===== config.mk =====
export PLATFORM = sky130hd
export DESIGN_NAME = tlia_top
export DESIGN_NICKNAME = d
export VERILOG_FILES = /design/src/verilog/tlia_pkg.sv /design/src/verilog/tlia_sec_tick.sv /design/src/verilog/tlia_top.sv
export SDC_FILE = /design/constraint.sdc
export NUM_CORES = 1
export LEC_CHECK = 0
export ABC_CLOCK_PERIOD_IN_PS = 2550
export BUFFER_PORTS_ARGS = -buffer_cell sky130_fd_sc_hd__buf_2
export CORE_MARGIN = 4
export CORE_UTILIZATION = 55
export DETAILED_ROUTE_END_ITERATION = 16
export PLACE_DENSITY_LB_ADDON = 0.2
export SLEW_MARGIN = 10
export SYNTH_ARGS = -nofsm -noshare
export SYNTH_HDL_FRONTEND = slang
export SYNTH_SLANG_ARGS = --single-unit

===== constraint.sdc =====
create_clock -name clk -period 2.55 [get_ports clk]
set_input_delay 0.255 -clock clk [delete_from_list [all_inputs] [get_ports clk]]
set_output_delay 0.255 -clock clk [all_outputs]
set_load 0.02 [all_outputs]

===== src/verilog/tlia_pkg.sv =====
// Operation
// (RQ1) Single-event bits set only when their status rises, never on its fall.
// (RQ2) Dual-event bits set when their status rises and again when it falls.
// (RQ3) Transmit bus parity error sets bit 7 at 0x40; reading clears it.
// (RQ4) Delineation loss and recovery each set bit 7 at 0x41; read clears.
// (RQ5) Each indication bit has an enable; disabled bits never reach any interrupt.
// (RQ6) Each first-level register ANDed with its enables, ORed into its summary bit.
// (RQ7) Summary bits, one-second included, masked by summary enables and ORed to pin.
// (RQ8) Control bit 6 at 0x00 gates the interrupt pin.
// (RQ9) Summary bits: 0 tx,1 rx,2 protection,3 reserved,4 second,5 path,6 line,7 section.
// (RQ10) Reading a first-level register resets all its bits in that access.
// (RQ11) One-second summary bit clears when the summary register is read.
// (RQ12) Summary bits of first-level registers clear only via their register's read.
// (RQ13) Processor reads summary first, then indicated registers; two reads suffice.
// (RQ14) Service code handles several events found in one clearing read.
// (RQ15) Listed high-level defects suppress their lower interrupts and error counters.
// (RQ16) Remote path defect suppresses path REI only for code 110 or 101.
// (RQ17) Interrupt pin active low, level, held while enabled summary bits pend.
// (RQ18) Event arriving with its clearing read stays set after the read.
// (RQ19) One-second tick lasts one reference period, every 8000 reference periods.
package tlia_pkg;
  // Register offsets
  localparam logic [7:0] TLIA_ADDR_GEN = 8'h00;
  localparam logic [7:0] TLIA_ADDR_SUM_EN = 8'h34;
  localparam logic [7:0] TLIA_ADDR_SUMMARY = 8'h3C;
  // Index 0..5: tx cell, rx cell, protection, path, line, section
  localparam logic [5:0][7:0] TLIA_FLAG_ADDR = {8'h3D, 8'h3E, 8'h3F, 8'h42, 8'h41, 8'h40};
  localparam logic [5:0][7:0] TLIA_EN_ADDR = {8'h35, 8'h36, 8'h37, 8'h3A, 8'h39, 8'h38};
  localparam logic [5:0][2:0] TLIA_SUM_POS = {3'h7, 3'h6, 3'h5, 3'h2, 3'h1, 3'h0};
  localparam int TLIA_SUM_RSVD_BIT = 3;
  localparam int TLIA_SUM_ONESEC_BIT = 4;
  localparam int TLIA_GEN_SOFT_RST_BIT = 0;
  localparam int TLIA_GEN_IRQ_EN_BIT = 6;
  localparam int TLIA_TX_PARITY_BIT = 7;
  localparam int TLIA_RX_LOCD_BIT = 7;
  // Reset values
  localparam logic [7:0] TLIA_GEN_RST = 8'h00;
  localparam logic [7:0] TLIA_EN_RST = 8'h00;
  localparam logic [7:0] TLIA_FLAG_RST = 8'h00;
  localparam logic [18:0] TLIA_PIN_IDLE = 19'h70000;
  // Dual-event bits per register (1 = both edges)
  localparam logic [5:0][7:0] TLIA_DUAL = {8'h00, 8'h8A, 8'hB7, 8'h07, 8'h80, 8'h00};
  // Defect positions: 0 LOS 1 LOF 2 OOF 3 AIS-L 4 AIS-P 5 LOP-P 6 RDI-P 7 RDI-L 8 UNEQ-P 9 LOCD
  localparam int TLIA_DEF_RDIP = 6;
  localparam int TLIA_PATH_IDX = 3;
  localparam int TLIA_PATH_REI_BIT = 6;
  localparam int TLIA_CNT_PATH_REI = 4;
  localparam logic [2:0] TLIA_RDIP_CODE_A = 3'h6;
  localparam logic [2:0] TLIA_RDIP_CODE_B = 3'h5;
  // Defects that suppress each indication bit, bit 7 first
  localparam logic [7:0][9:0] TLIA_SUP_TX = {8{10'h000}};
  localparam logic [7:0][9:0] TLIA_SUP_RX = {10'h003, {7{10'h203}}};
  localparam logic [7:0][9:0] TLIA_SUP_APS = {{4{10'h000}}, 10'h03B, 10'h03B, 10'h00B, 10'h00B};
  localparam logic [7:0][9:0] TLIA_SUP_PATH = {10'h03B, 10'h13F, 10'h13B, 10'h13B,
                                               10'h13F, 10'h03B, 10'h01B, 10'h02B};
  localparam logic [7:0][9:0] TLIA_SUP_LINE = {10'h00B, 10'h00B, 10'h00B, 10'h00F,
                                               10'h00B, 10'h08F, 10'h003, 10'h08B};
  localparam logic [7:0][9:0] TLIA_SUP_SEC = {{6{10'h000}}, 10'h007, 10'h007};
  localparam logic [5:0][7:0][9:0] TLIA_SUPPR = {TLIA_SUP_SEC, TLIA_SUP_LINE, TLIA_SUP_PATH,
                                                 TLIA_SUP_APS, TLIA_SUP_RX, TLIA_SUP_TX};
  // Counter inhibit: 0 B1, 1 B2, 2 line REI, 3 B3, 4 path REI
  localparam logic [4:0][9:0] TLIA_CNT_SUPPR = {10'h13B, 10'h13B, 10'h08B, 10'h00B, 10'h007};
  // Reference periods per one-second tick
  localparam int TLIA_ONE_SEC_PERIODS = 8000;
  localparam int TLIA_SEC_CNT_W = 14;
endpackage


===== src/verilog/tlia_sec_tick.sv =====
`timescale 1ns/1ps
module tlia_sec_tick #(
  parameter int REF_PERIODS = tlia_pkg::TLIA_ONE_SEC_PERIODS
) (
  // Clock and reset
  input wire logic clk,
  input wire logic rst_b,
  // Reference pin
  input wire logic frame_reference_input,
  // Outputs
  output logic one_second_out,
  output logic one_sec_tick
);
  localparam logic [tlia_pkg::TLIA_SEC_CNT_W-1:0] LAST = tlia_pkg::TLIA_SEC_CNT_W'(REF_PERIODS - 1);

  logic ref_meta_reg;
  logic ref_sync_reg;
  logic ref_prev_reg;
  logic [tlia_pkg::TLIA_SEC_CNT_W-1:0] period_cnt_reg;
  logic [tlia_pkg::TLIA_SEC_CNT_W-1:0] period_cnt_next;
  logic out_reg;
  logic tick_reg;
  wire ref_rise = ref_sync_reg & ~ref_prev_reg;
  wire at_last = (period_cnt_reg == LAST);

  assign period_cnt_next = at_last ? '0 : period_cnt_reg + 1'b1;
  assign one_second_out = out_reg;
  assign one_sec_tick = tick_reg;

  ////////////////////////////////////////////////////////////////////////
  always_ff @(posedge clk)
  begin
    ref_meta_reg <= rst_b ? frame_reference_input : 1'b0;
    ref_sync_reg <= rst_b ? ref_meta_reg : 1'b0;
    ref_prev_reg <= rst_b ? ref_sync_reg : 1'b0;
  end

  // Output spans exactly one reference period, edge to edge
  always_ff @(posedge clk)
  begin
    if (!rst_b)
    begin
      period_cnt_reg <= '0;
      out_reg <= 1'b0;
      tick_reg <= 1'b0;
    end
    else
    begin
      tick_reg <= ref_rise & at_last; // [RQ19]
      if (ref_rise)
      begin
        period_cnt_reg <= period_cnt_next;
        out_reg <= at_last; // [RQ19]
      end
    end
  end
endmodule


===== src/verilog/tlia_top.sv =====
`timescale 1ns/1ps
module tlia_top #(
  parameter int REF_PERIODS = tlia_pkg::TLIA_ONE_SEC_PERIODS
) (
  // Clock and reset
  input wire logic clk,
  input wire logic rst_b,
  // Host register port
  input wire logic host_cs_n,
  input wire logic host_rd_n,
  input wire logic host_wr_n,
  input wire logic [7:0] host_addr,
  input wire logic [7:0] host_data_in,
  output logic [7:0] host_data_out,
  output logic host_data_oe,
  output logic host_irq_n,
  // Event status from framer logic
  input wire logic [7:0] tx_cell_status,
  input wire logic [7:0] rx_cell_status,
  input wire logic [7:0] protection_status,
  input wire logic [7:0] path_status,
  input wire logic [7:0] line_status,
  input wire logic [7:0] section_status,
  input wire logic [9:0] defect_status,
  input wire logic [2:0] rdi_p_code,
  // Timing reference
  input wire logic frame_reference_input,
  output logic one_second_out,
  // Counter control
  output logic [4:0] counter_inhibit
);
  function automatic logic addr_hit(input logic [7:0] addr, input logic [7:0] offset);
    addr_hit = (addr == offset);
  endfunction

  ////////////////////////////////////////////////////////////////////////
  // Host pins through two flip-flops
  logic [18:0] pin_meta_reg;
  logic [18:0] pin_sync_reg;
  logic rd_act_prev_reg;
  logic wr_act_prev_reg;
  wire [18:0] pin_raw = {host_cs_n, host_rd_n, host_wr_n, host_addr, host_data_in};
  wire host_cs_s = ~pin_sync_reg[18];
  wire rd_act = host_cs_s & ~pin_sync_reg[17];
  wire wr_act = host_cs_s & ~pin_sync_reg[16];
  wire [7:0] host_addr_s = pin_sync_reg[15:8];
  wire [7:0] host_wdata_s = pin_sync_reg[7:0];
  wire rd_start = rd_act & ~rd_act_prev_reg;
  wire wr_start = wr_act & ~wr_act_prev_reg;

  always_ff @(posedge clk)
  begin
    if (!rst_b)
    begin
      pin_meta_reg <= tlia_pkg::TLIA_PIN_IDLE;
      pin_sync_reg <= tlia_pkg::TLIA_PIN_IDLE;
      rd_act_prev_reg <= 1'b0;
      wr_act_prev_reg <= 1'b0;
    end
    else
    begin
      pin_meta_reg <= pin_raw;
      pin_sync_reg <= pin_meta_reg;
      rd_act_prev_reg <= rd_act;
      wr_act_prev_reg <= wr_act;
    end
  end

  ////////////////////////////////////////////////////////////////////////
  // Control registers
  logic [7:0] gen_reg;
  logic [7:0] sum_en_reg;
  logic soft_rst_reg;
  wire clr_all = ~rst_b | soft_rst_reg;
  wire gen_wr = wr_start & addr_hit(host_addr_s, tlia_pkg::TLIA_ADDR_GEN);
  wire sum_en_wr = wr_start & addr_hit(host_addr_s, tlia_pkg::TLIA_ADDR_SUM_EN);
  wire sum_rd = rd_start & addr_hit(host_addr_s, tlia_pkg::TLIA_ADDR_SUMMARY);

  // Master reset bit self-clears; it restores every mapped register for one cycle
  always_ff @(posedge clk)
  begin
    if (clr_all)
    begin
      gen_reg <= tlia_pkg::TLIA_GEN_RST;
      sum_en_reg <= tlia_pkg::TLIA_EN_RST;
      soft_rst_reg <= 1'b0;
    end
    else
    begin
      if (gen_wr)
        gen_reg <= host_wdata_s & ~(8'h01 << tlia_pkg::TLIA_GEN_SOFT_RST_BIT);
      if (sum_en_wr)
        sum_en_reg <= host_wdata_s;
      soft_rst_reg <= gen_wr & host_wdata_s[tlia_pkg::TLIA_GEN_SOFT_RST_BIT];
    end
  end

  ////////////////////////////////////////////////////////////////////////
  // First-level indications
  logic [5:0][7:0] stat_prev_reg;
  logic [5:0][7:0] flags_reg;
  logic [5:0][7:0] flags_next;
  logic [5:0][7:0] en_reg;
  logic [5:0][7:0] en_next;
  wire [5:0][7:0] stat_now = {section_status, line_status, path_status,
                              protection_status, rx_cell_status, tx_cell_status};
  wire [5:0][7:0] evt_raw;
  wire [5:0][7:0] sup_vec;
  wire [5:0][7:0] evt_set;
  wire [5:0] rd_clr;
  wire [5:0] en_wr;
  wire [5:0] lvl1_hit;
  wire rdip_code_match = (rdi_p_code == tlia_pkg::TLIA_RDIP_CODE_A) |
                         (rdi_p_code == tlia_pkg::TLIA_RDIP_CODE_B);
  wire rdip_rei_sup = rdip_code_match & defect_status[tlia_pkg::TLIA_DEF_RDIP];

  genvar g;
  genvar b;
  generate
    for (g = 0; g < 6; g++)
    begin : gen_lvl1
      // Single-event bits on rise only, dual-event bits on either edge
      assign evt_raw[g] = (tlia_pkg::TLIA_DUAL[g] & (stat_now[g] ^ stat_prev_reg[g])) | // [RQ2] [RQ4]
                          (~tlia_pkg::TLIA_DUAL[g] & stat_now[g] & ~stat_prev_reg[g]); // [RQ1] [RQ3]
      for (b = 0; b < 8; b++)
      begin : gen_sup
        if (g == tlia_pkg::TLIA_PATH_IDX && b == tlia_pkg::TLIA_PATH_REI_BIT)
        begin : gen_rei
          assign sup_vec[g][b] = (|(defect_status & tlia_pkg::TLIA_SUPPR[g][b])) | rdip_rei_sup; // [RQ15] [RQ16]
        end
        else
        begin : gen_plain
          assign sup_vec[g][b] = |(defect_status & tlia_pkg::TLIA_SUPPR[g][b]); // [RQ15]
        end
      end
      assign evt_set[g] = evt_raw[g] & ~sup_vec[g];
      assign rd_clr[g] = rd_start & addr_hit(host_addr_s, tlia_pkg::TLIA_FLAG_ADDR[g]);
      assign en_wr[g] = wr_start & addr_hit(host_addr_s, tlia_pkg::TLIA_EN_ADDR[g]);
      // Whole register clears on its read; a same-cycle event survives
      assign flags_next[g] = (rd_clr[g] ? tlia_pkg::TLIA_FLAG_RST : flags_reg[g]) | evt_set[g]; // [RQ10] [RQ18]
      assign en_next[g] = en_wr[g] ? host_wdata_s : en_reg[g];
      assign lvl1_hit[g] = |(flags_reg[g] & en_reg[g]); // [RQ5] [RQ6]
    end
  endgenerate

  always_ff @(posedge clk)
  begin
    if (clr_all)
    begin
      flags_reg <= {6{tlia_pkg::TLIA_FLAG_RST}};
      en_reg <= {6{tlia_pkg::TLIA_EN_RST}};
      stat_prev_reg <= '0;
    end
    else
    begin
      flags_reg <= flags_next;
      en_reg <= en_next;
      stat_prev_reg <= stat_now;
    end
  end

  ////////////////////////////////////////////////////////////////////////
  // Summary level and interrupt pin
  logic one_sec_flag_reg;
  logic irq_active_reg;
  logic one_sec_tick;
  logic [7:0] summary_word;

  tlia_sec_tick #(
    .REF_PERIODS(REF_PERIODS)
  ) u_sec_tick (
    .clk(clk),
    .rst_b(rst_b),
    .frame_reference_input(frame_reference_input),
    .one_second_out(one_second_out),
    .one_sec_tick(one_sec_tick)
  );

  // Summary bits 0-2 and 5-7 follow the enabled first-level bits, so a summary read cannot clear them
  always_comb
  begin
    summary_word = 8'h00;
    for (int i = 0; i < 6; i++)
      summary_word[tlia_pkg::TLIA_SUM_POS[i]] = lvl1_hit[i]; // [RQ6] [RQ9] [RQ12]
    summary_word[tlia_pkg::TLIA_SUM_ONESEC_BIT] = one_sec_flag_reg; // [RQ9]
    summary_word[tlia_pkg::TLIA_SUM_RSVD_BIT] = 1'b0;
  end

  wire irq_any = |(summary_word & sum_en_reg); // [RQ7]

  always_ff @(posedge clk)
  begin
    if (clr_all)
    begin
      one_sec_flag_reg <= 1'b0;
      irq_active_reg <= 1'b0;
    end
    else
    begin
      one_sec_flag_reg <= (one_sec_flag_reg & ~sum_rd) | one_sec_tick; // [RQ11] [RQ18] [RQ19]
      irq_active_reg <= gen_reg[tlia_pkg::TLIA_GEN_IRQ_EN_BIT] & irq_any; // [RQ8] [RQ17]
    end
  end

  assign host_irq_n = ~irq_active_reg; // [RQ17]

  ////////////////////////////////////////////////////////////////////////
  // Counter suppression
  logic [4:0] cnt_inh_reg;
  wire [4:0] cnt_inh_next;
  genvar k;
  generate
    for (k = 0; k < 5; k++)
    begin : gen_cnt
      if (k == tlia_pkg::TLIA_CNT_PATH_REI)
      begin : gen_rei
        assign cnt_inh_next[k] = (|(defect_status & tlia_pkg::TLIA_CNT_SUPPR[k])) | rdip_rei_sup; // [RQ15] [RQ16]
      end
      else
      begin : gen_plain
        assign cnt_inh_next[k] = |(defect_status & tlia_pkg::TLIA_CNT_SUPPR[k]); // [RQ15]
      end
    end
  endgenerate

  always_ff @(posedge clk)
  begin
    cnt_inh_reg <= rst_b ? cnt_inh_next : 5'h00;
  end

  assign counter_inhibit = cnt_inh_reg;

  ////////////////////////////////////////////////////////////////////////
  // Read path; value taken before the clearing edge
  logic [7:0] rd_word;
  logic [7:0] data_out_reg;
  logic data_oe_reg;

  always_comb
  begin
    rd_word = 8'h00;
    if (addr_hit(host_addr_s, tlia_pkg::TLIA_ADDR_GEN))
      rd_word = gen_reg;
    if (addr_hit(host_addr_s, tlia_pkg::TLIA_ADDR_SUM_EN))
      rd_word = sum_en_reg;
    if (addr_hit(host_addr_s, tlia_pkg::TLIA_ADDR_SUMMARY))
      rd_word = summary_word;
    for (int i = 0; i < 6; i++)
    begin
      if (addr_hit(host_addr_s, tlia_pkg::TLIA_FLAG_ADDR[i]))
        rd_word = flags_reg[i];
      if (addr_hit(host_addr_s, tlia_pkg::TLIA_EN_ADDR[i]))
        rd_word = en_reg[i];
    end
  end

  always_ff @(posedge clk)
  begin
    if (!rst_b)
    begin
      data_out_reg <= 8'h00;
      data_oe_reg <= 1'b0;
    end
    else
    begin
      if (rd_start)
        data_out_reg <= rd_word;
      data_oe_reg <= rd_act;
    end
  end

  assign host_data_out = data_out_reg;
  assign host_data_oe = data_oe_reg;

  ////////////////////////////////////////////////////////////////////////
  // Checks
  chk_single_no_fall: // [RQ1]
  assert property (@(posedge clk) disable iff (!rst_b)
    (stat_prev_reg[0][0] && !tx_cell_status[0] && !flags_reg[0][0]) |=> !flags_reg[0][0])
    else $error("single-event bit set on status fall");

  chk_dual_fall_sets: // [RQ2]
  assert property (@(posedge clk) disable iff (!rst_b)
    (stat_prev_reg[1][7] && !rx_cell_status[7] && !sup_vec[1][7] && !soft_rst_reg) |=> flags_reg[1][7])
    else $error("dual-event bit missed status fall");

  chk_parity_sets: // [RQ3]
  assert property (@(posedge clk) disable iff (!rst_b)
    (tx_cell_status[7] && !stat_prev_reg[0][7] && !soft_rst_reg) |=> flags_reg[0][7])
    else $error("parity error not flagged");

  chk_read_clears_all: // [RQ10]
  assert property (@(posedge clk) disable iff (!rst_b)
    (rd_start && host_addr_s == tlia_pkg::TLIA_FLAG_ADDR[0] && evt_set[0] == 8'h00 && !soft_rst_reg)
    |=> (flags_reg[0] == 8'h00))
    else $error("read did not clear register");

  chk_event_beats_clear: // [RQ18]
  assert property (@(posedge clk) disable iff (!rst_b)
    (rd_clr[1] && evt_set[1] != 8'h00 && !soft_rst_reg) |=> ((flags_reg[1] & $past(evt_set[1])) == $past(evt_set[1])))
    else $error("event lost in clearing read");

  chk_disabled_bit_quiet: // [RQ5]
  assert property (@(posedge clk) disable iff (!rst_b)
    (en_reg[0] == 8'h00) |-> !summary_word[0])
    else $error("disabled tx cell bits reached summary");

  chk_pin_gated: // [RQ8]
  assert property (@(posedge clk) disable iff (!rst_b)
    !gen_reg[tlia_pkg::TLIA_GEN_IRQ_EN_BIT] |=> host_irq_n)
    else $error("pin active while disabled");

  chk_pin_follows: // [RQ7]
  assert property (@(posedge clk) disable iff (!rst_b)
    (gen_reg[tlia_pkg::TLIA_GEN_IRQ_EN_BIT] && (summary_word & sum_en_reg) != 8'h00 && !soft_rst_reg)
    |=> !host_irq_n)
    else $error("pin idle with enabled summary bit");

  chk_second_clears: // [RQ11]
  assert property (@(posedge clk) disable iff (!rst_b)
    (sum_rd && !one_sec_tick) |=> !one_sec_flag_reg)
    else $error("one-second bit survived summary read");

  chk_summary_holds: // [RQ12]
  assert property (@(posedge clk) disable iff (!rst_b)
    (sum_rd && lvl1_hit[0] && !soft_rst_reg) |=> summary_word[0])
    else $error("summary read cleared tx cell summary");

  chk_rei_code: // [RQ16]
  assert property (@(posedge clk) disable iff (!rst_b)
    (defect_status == 10'h040 && rdi_p_code == 3'h3) |=> !counter_inhibit[4])
    else $error("path REI inhibited for wrong code");

  chk_los_inhibits: // [RQ15]
  assert property (@(posedge clk) disable iff (!rst_b)
    defect_status[0] |=> (counter_inhibit == 5'h1F))
    else $error("LOS did not inhibit counters");

  chk_tick_flags: // [RQ19]
  assert property (@(posedge clk) disable iff (!rst_b)
    (one_sec_tick && !soft_rst_reg) |=> one_sec_flag_reg)
    else $error("tick did not set one-second bit");
endmodule


==> results.cfg <==
[detailed_routing]
totalWireLength_um = 30000
viasPerCell = 5.92
avgRoutedWirePerCell_um = 20.0
drtIter0Drc = 1020
dr.pass1.iters = 6
vias = 8876
drtAntennaViolNets = 0
drc_errors = 0

[timing]
rsz0062_at_grt = false
finClkSkew_ps = 14.8
tns_ps = 0
hold_violations = 0
worstMarginPinSlew_ps = 793
fin_crit_sh = 0.954
finalSetupViolCount = 0
fmax_mhz = 411
timing.final.crit_period_ps = 2430
relSlewSlack = 0.469
final-max-slew-violation-count = 0

[min_path]
worstHoldStart = defect_status[4]
min_to = flags_reg[25]
hp-class = input pin to flop
whs_path_depth = 4

[floorplanning]
ioPinCount = 99
core-area_um2 = 16800
rows = 47
dieArea_um2 = 19400
die_w_um = 139
fp.dieH_um = 139
start_util = 0.566

[synth]
synth-main-ff-cell = dfxtp_1
synth_cell_types = 64
synthTopCellsByArea = dfxtp_1 49%, nor2_1 4.9%, and2_1 4.8%
synth-edff-count = 0
synth_fp_nets = 1170
avgSynthCellArea_um2 = 8.73
synth_common_cells = 234 x dfxtp_1, 125 x nor2_1, 120 x nand2_1
synth_seq_cells = 234
ys_async_sr_fraction = 0
syn_area_um2 = 9480
yosysMostFrequentCell = dfxtp_1
synth_cells = 1086
synth_seq_area_share = 0.494
synth_top_area_frac = 0.494
yosysTopAreaCell = dfxtp_1
yosysWarnings = 0

[setup_path]
reg2reg_depth = 6
required_ps = 2980
r2r_start = pin_sync_reg[15]
critical_path_arrival_ps = 2860
r2r_setup_slack_ps = 120
start_kind = flop
cp-end-kind = flop
cp-startpoint = pin_sync_reg[15]
worst-path-max-fanout = 15
critPathKind = flop to flop
rr_endpoint = host_data_out[6]

[cts]
numCtsBuffers = 24
post_cts_resized = 0
cts_buffer_depth = 3
clk_latency_ps = 530
clk_pin_slew_ps = 60
cts_root_buf = clkbuf_16
h-tree-depth = 1
cts_tree = yes
clock-sinks = 234

[finish]
layout-drive-gt1-share = 0.153
syn2layout_area_growth_pct = 25.2
fin_nets = 1348
n_antenna_cell = 0

[grt]
grt_pass1_vias = 8575
grtUsageTotal = 0.297
antenna_found_initial = 0
grt_overflow = 0
grt_pass1_wl_um = 46200
grt_max_degree = 50

[place]
dp_hpwl_um = 20200
gp_congestion = 1.02
numPortBuffers = 98

[power_and_ir_drop]
power.density_nw_per_um2 = 665
vdd_drop_max_mv = 0.631
power.total_mw = 7.90
cellLeakagePower_nw = 4.67

[outcome]
status = complete, no violations

[flow_run]
maxCapViolations = 0
[critical path, cell delays in order, from the launching register on]
cell	delay [ps]
dfxtp_1	590
or4_1	500
nor3b_1	90
o21a_1	190
o311ai_0	470
a32oi_1	260
o21a_1	220
[report_power, final]
part | total [mW] | internal (mW) | switching, mW
Clock | 3.50 | 2.02 | 1.48
Combinational | 0.512 | 0.247 | 0.264
Sequential | 3.89 | 3.77 | 0.113
[cells in the final DEF (no fill, tap or decap), drive strengths merged, types with 4 or more instances in the layout]
cell	instances
a22oi	38
clkbuf	32
o221ai	5
clkinv	8
o22ai	8
o21ai	44
a221oi	5
xor2	20
a32oi	11
xnor2	7
buf	144
dfxtp	234
nor2b	12
a211oi	4
dlygate4sd3	71
mux2i	35
a21oi	71
a22o	11
o32ai	5
nand2	120
nor3	27
nor2	126
and3	5
nand4	12
and2	72
nand3	39
or3	11
inv	23
or2	5
nor4	6
nand2b	15
[layout make-up]
class	instances	area [µm²]
well taps	220	275
repair buffers	215	1560
clock buffers	32	651
clock inverters	10	143
flip-flops and latches	234	4680
fillers	1314	4890
multi-input cells	765	4470
inverters	24	90.1
[per-layer routing]
| metal | routed length, µm | GRT usage | up-vias | share of wire |
|---|---|---|---|---|
| met2 | 13600 | 0.480 | 477 | 0.45 |
| met1 | 12400 | 0.394 | 4146 | 0.41 |
| met4 | 1410 | 0.120 | 0 | 0.047 |
| li1 | - | - | 4147 | - |
| met5 | 0 | 0 | - | 0 |
| met3 | 2630 | 0.0535 | 106 | 0.088 |
[metrics by stage]
stage / std cells / setup slack [ps] / utilization / hold WS [ps] / area, µm²
2_1_floorplan: 1086 / 619 / - / 356 / 9480
3_3_place_gp: 1387 / 245 / 0.618 / 390 / 10400
3_5_place_dp: 1387 / 172 / 0.618 / 395 / 10400
4_1_cts: 1500 / 155 / 0.708 / 60.7 / 11900
5_1_grt: 1500 / 25.5 / 0.708 / 105 / 11900
6_report: 1500 / 118 / 0.708 / 75.1 / 11900
[worst max-delay path by stage]
stage                     slack [ps]               end  cells after the start
after floorplan                  620  host_data_out[1]                      7
after global placement           250  host_data_out[6]                      6
after detailed placement         170  host_data_out[6]                      6
after CTS                        150  host_data_out[6]                      6
after global routing              30  host_data_out[2]                      7
final                            120  host_data_out[6]                      6
[kinds of logic after synthesis]
| kind of cell | synth area share |
|---|---|
| xor+xnor | 0.0249 |
| simple gates | 0.242 |
| flops | 0.494 |
| compound gates | 0.163 |
| fa+ha+maj | 0.00132 |
| buf+inv | 0.0368 |
| mux | 0.0381 |
[timing repair]
| action | 4_1_cts | 5_1_grt |
|---|---|---|
| hold buffers | 71 | 0 |
| endpoints found under the hold margin | 80 | 0 |
| buffers inserted | 0 | 0 |
Note: power is estimated with default switching activity, not from simulation.
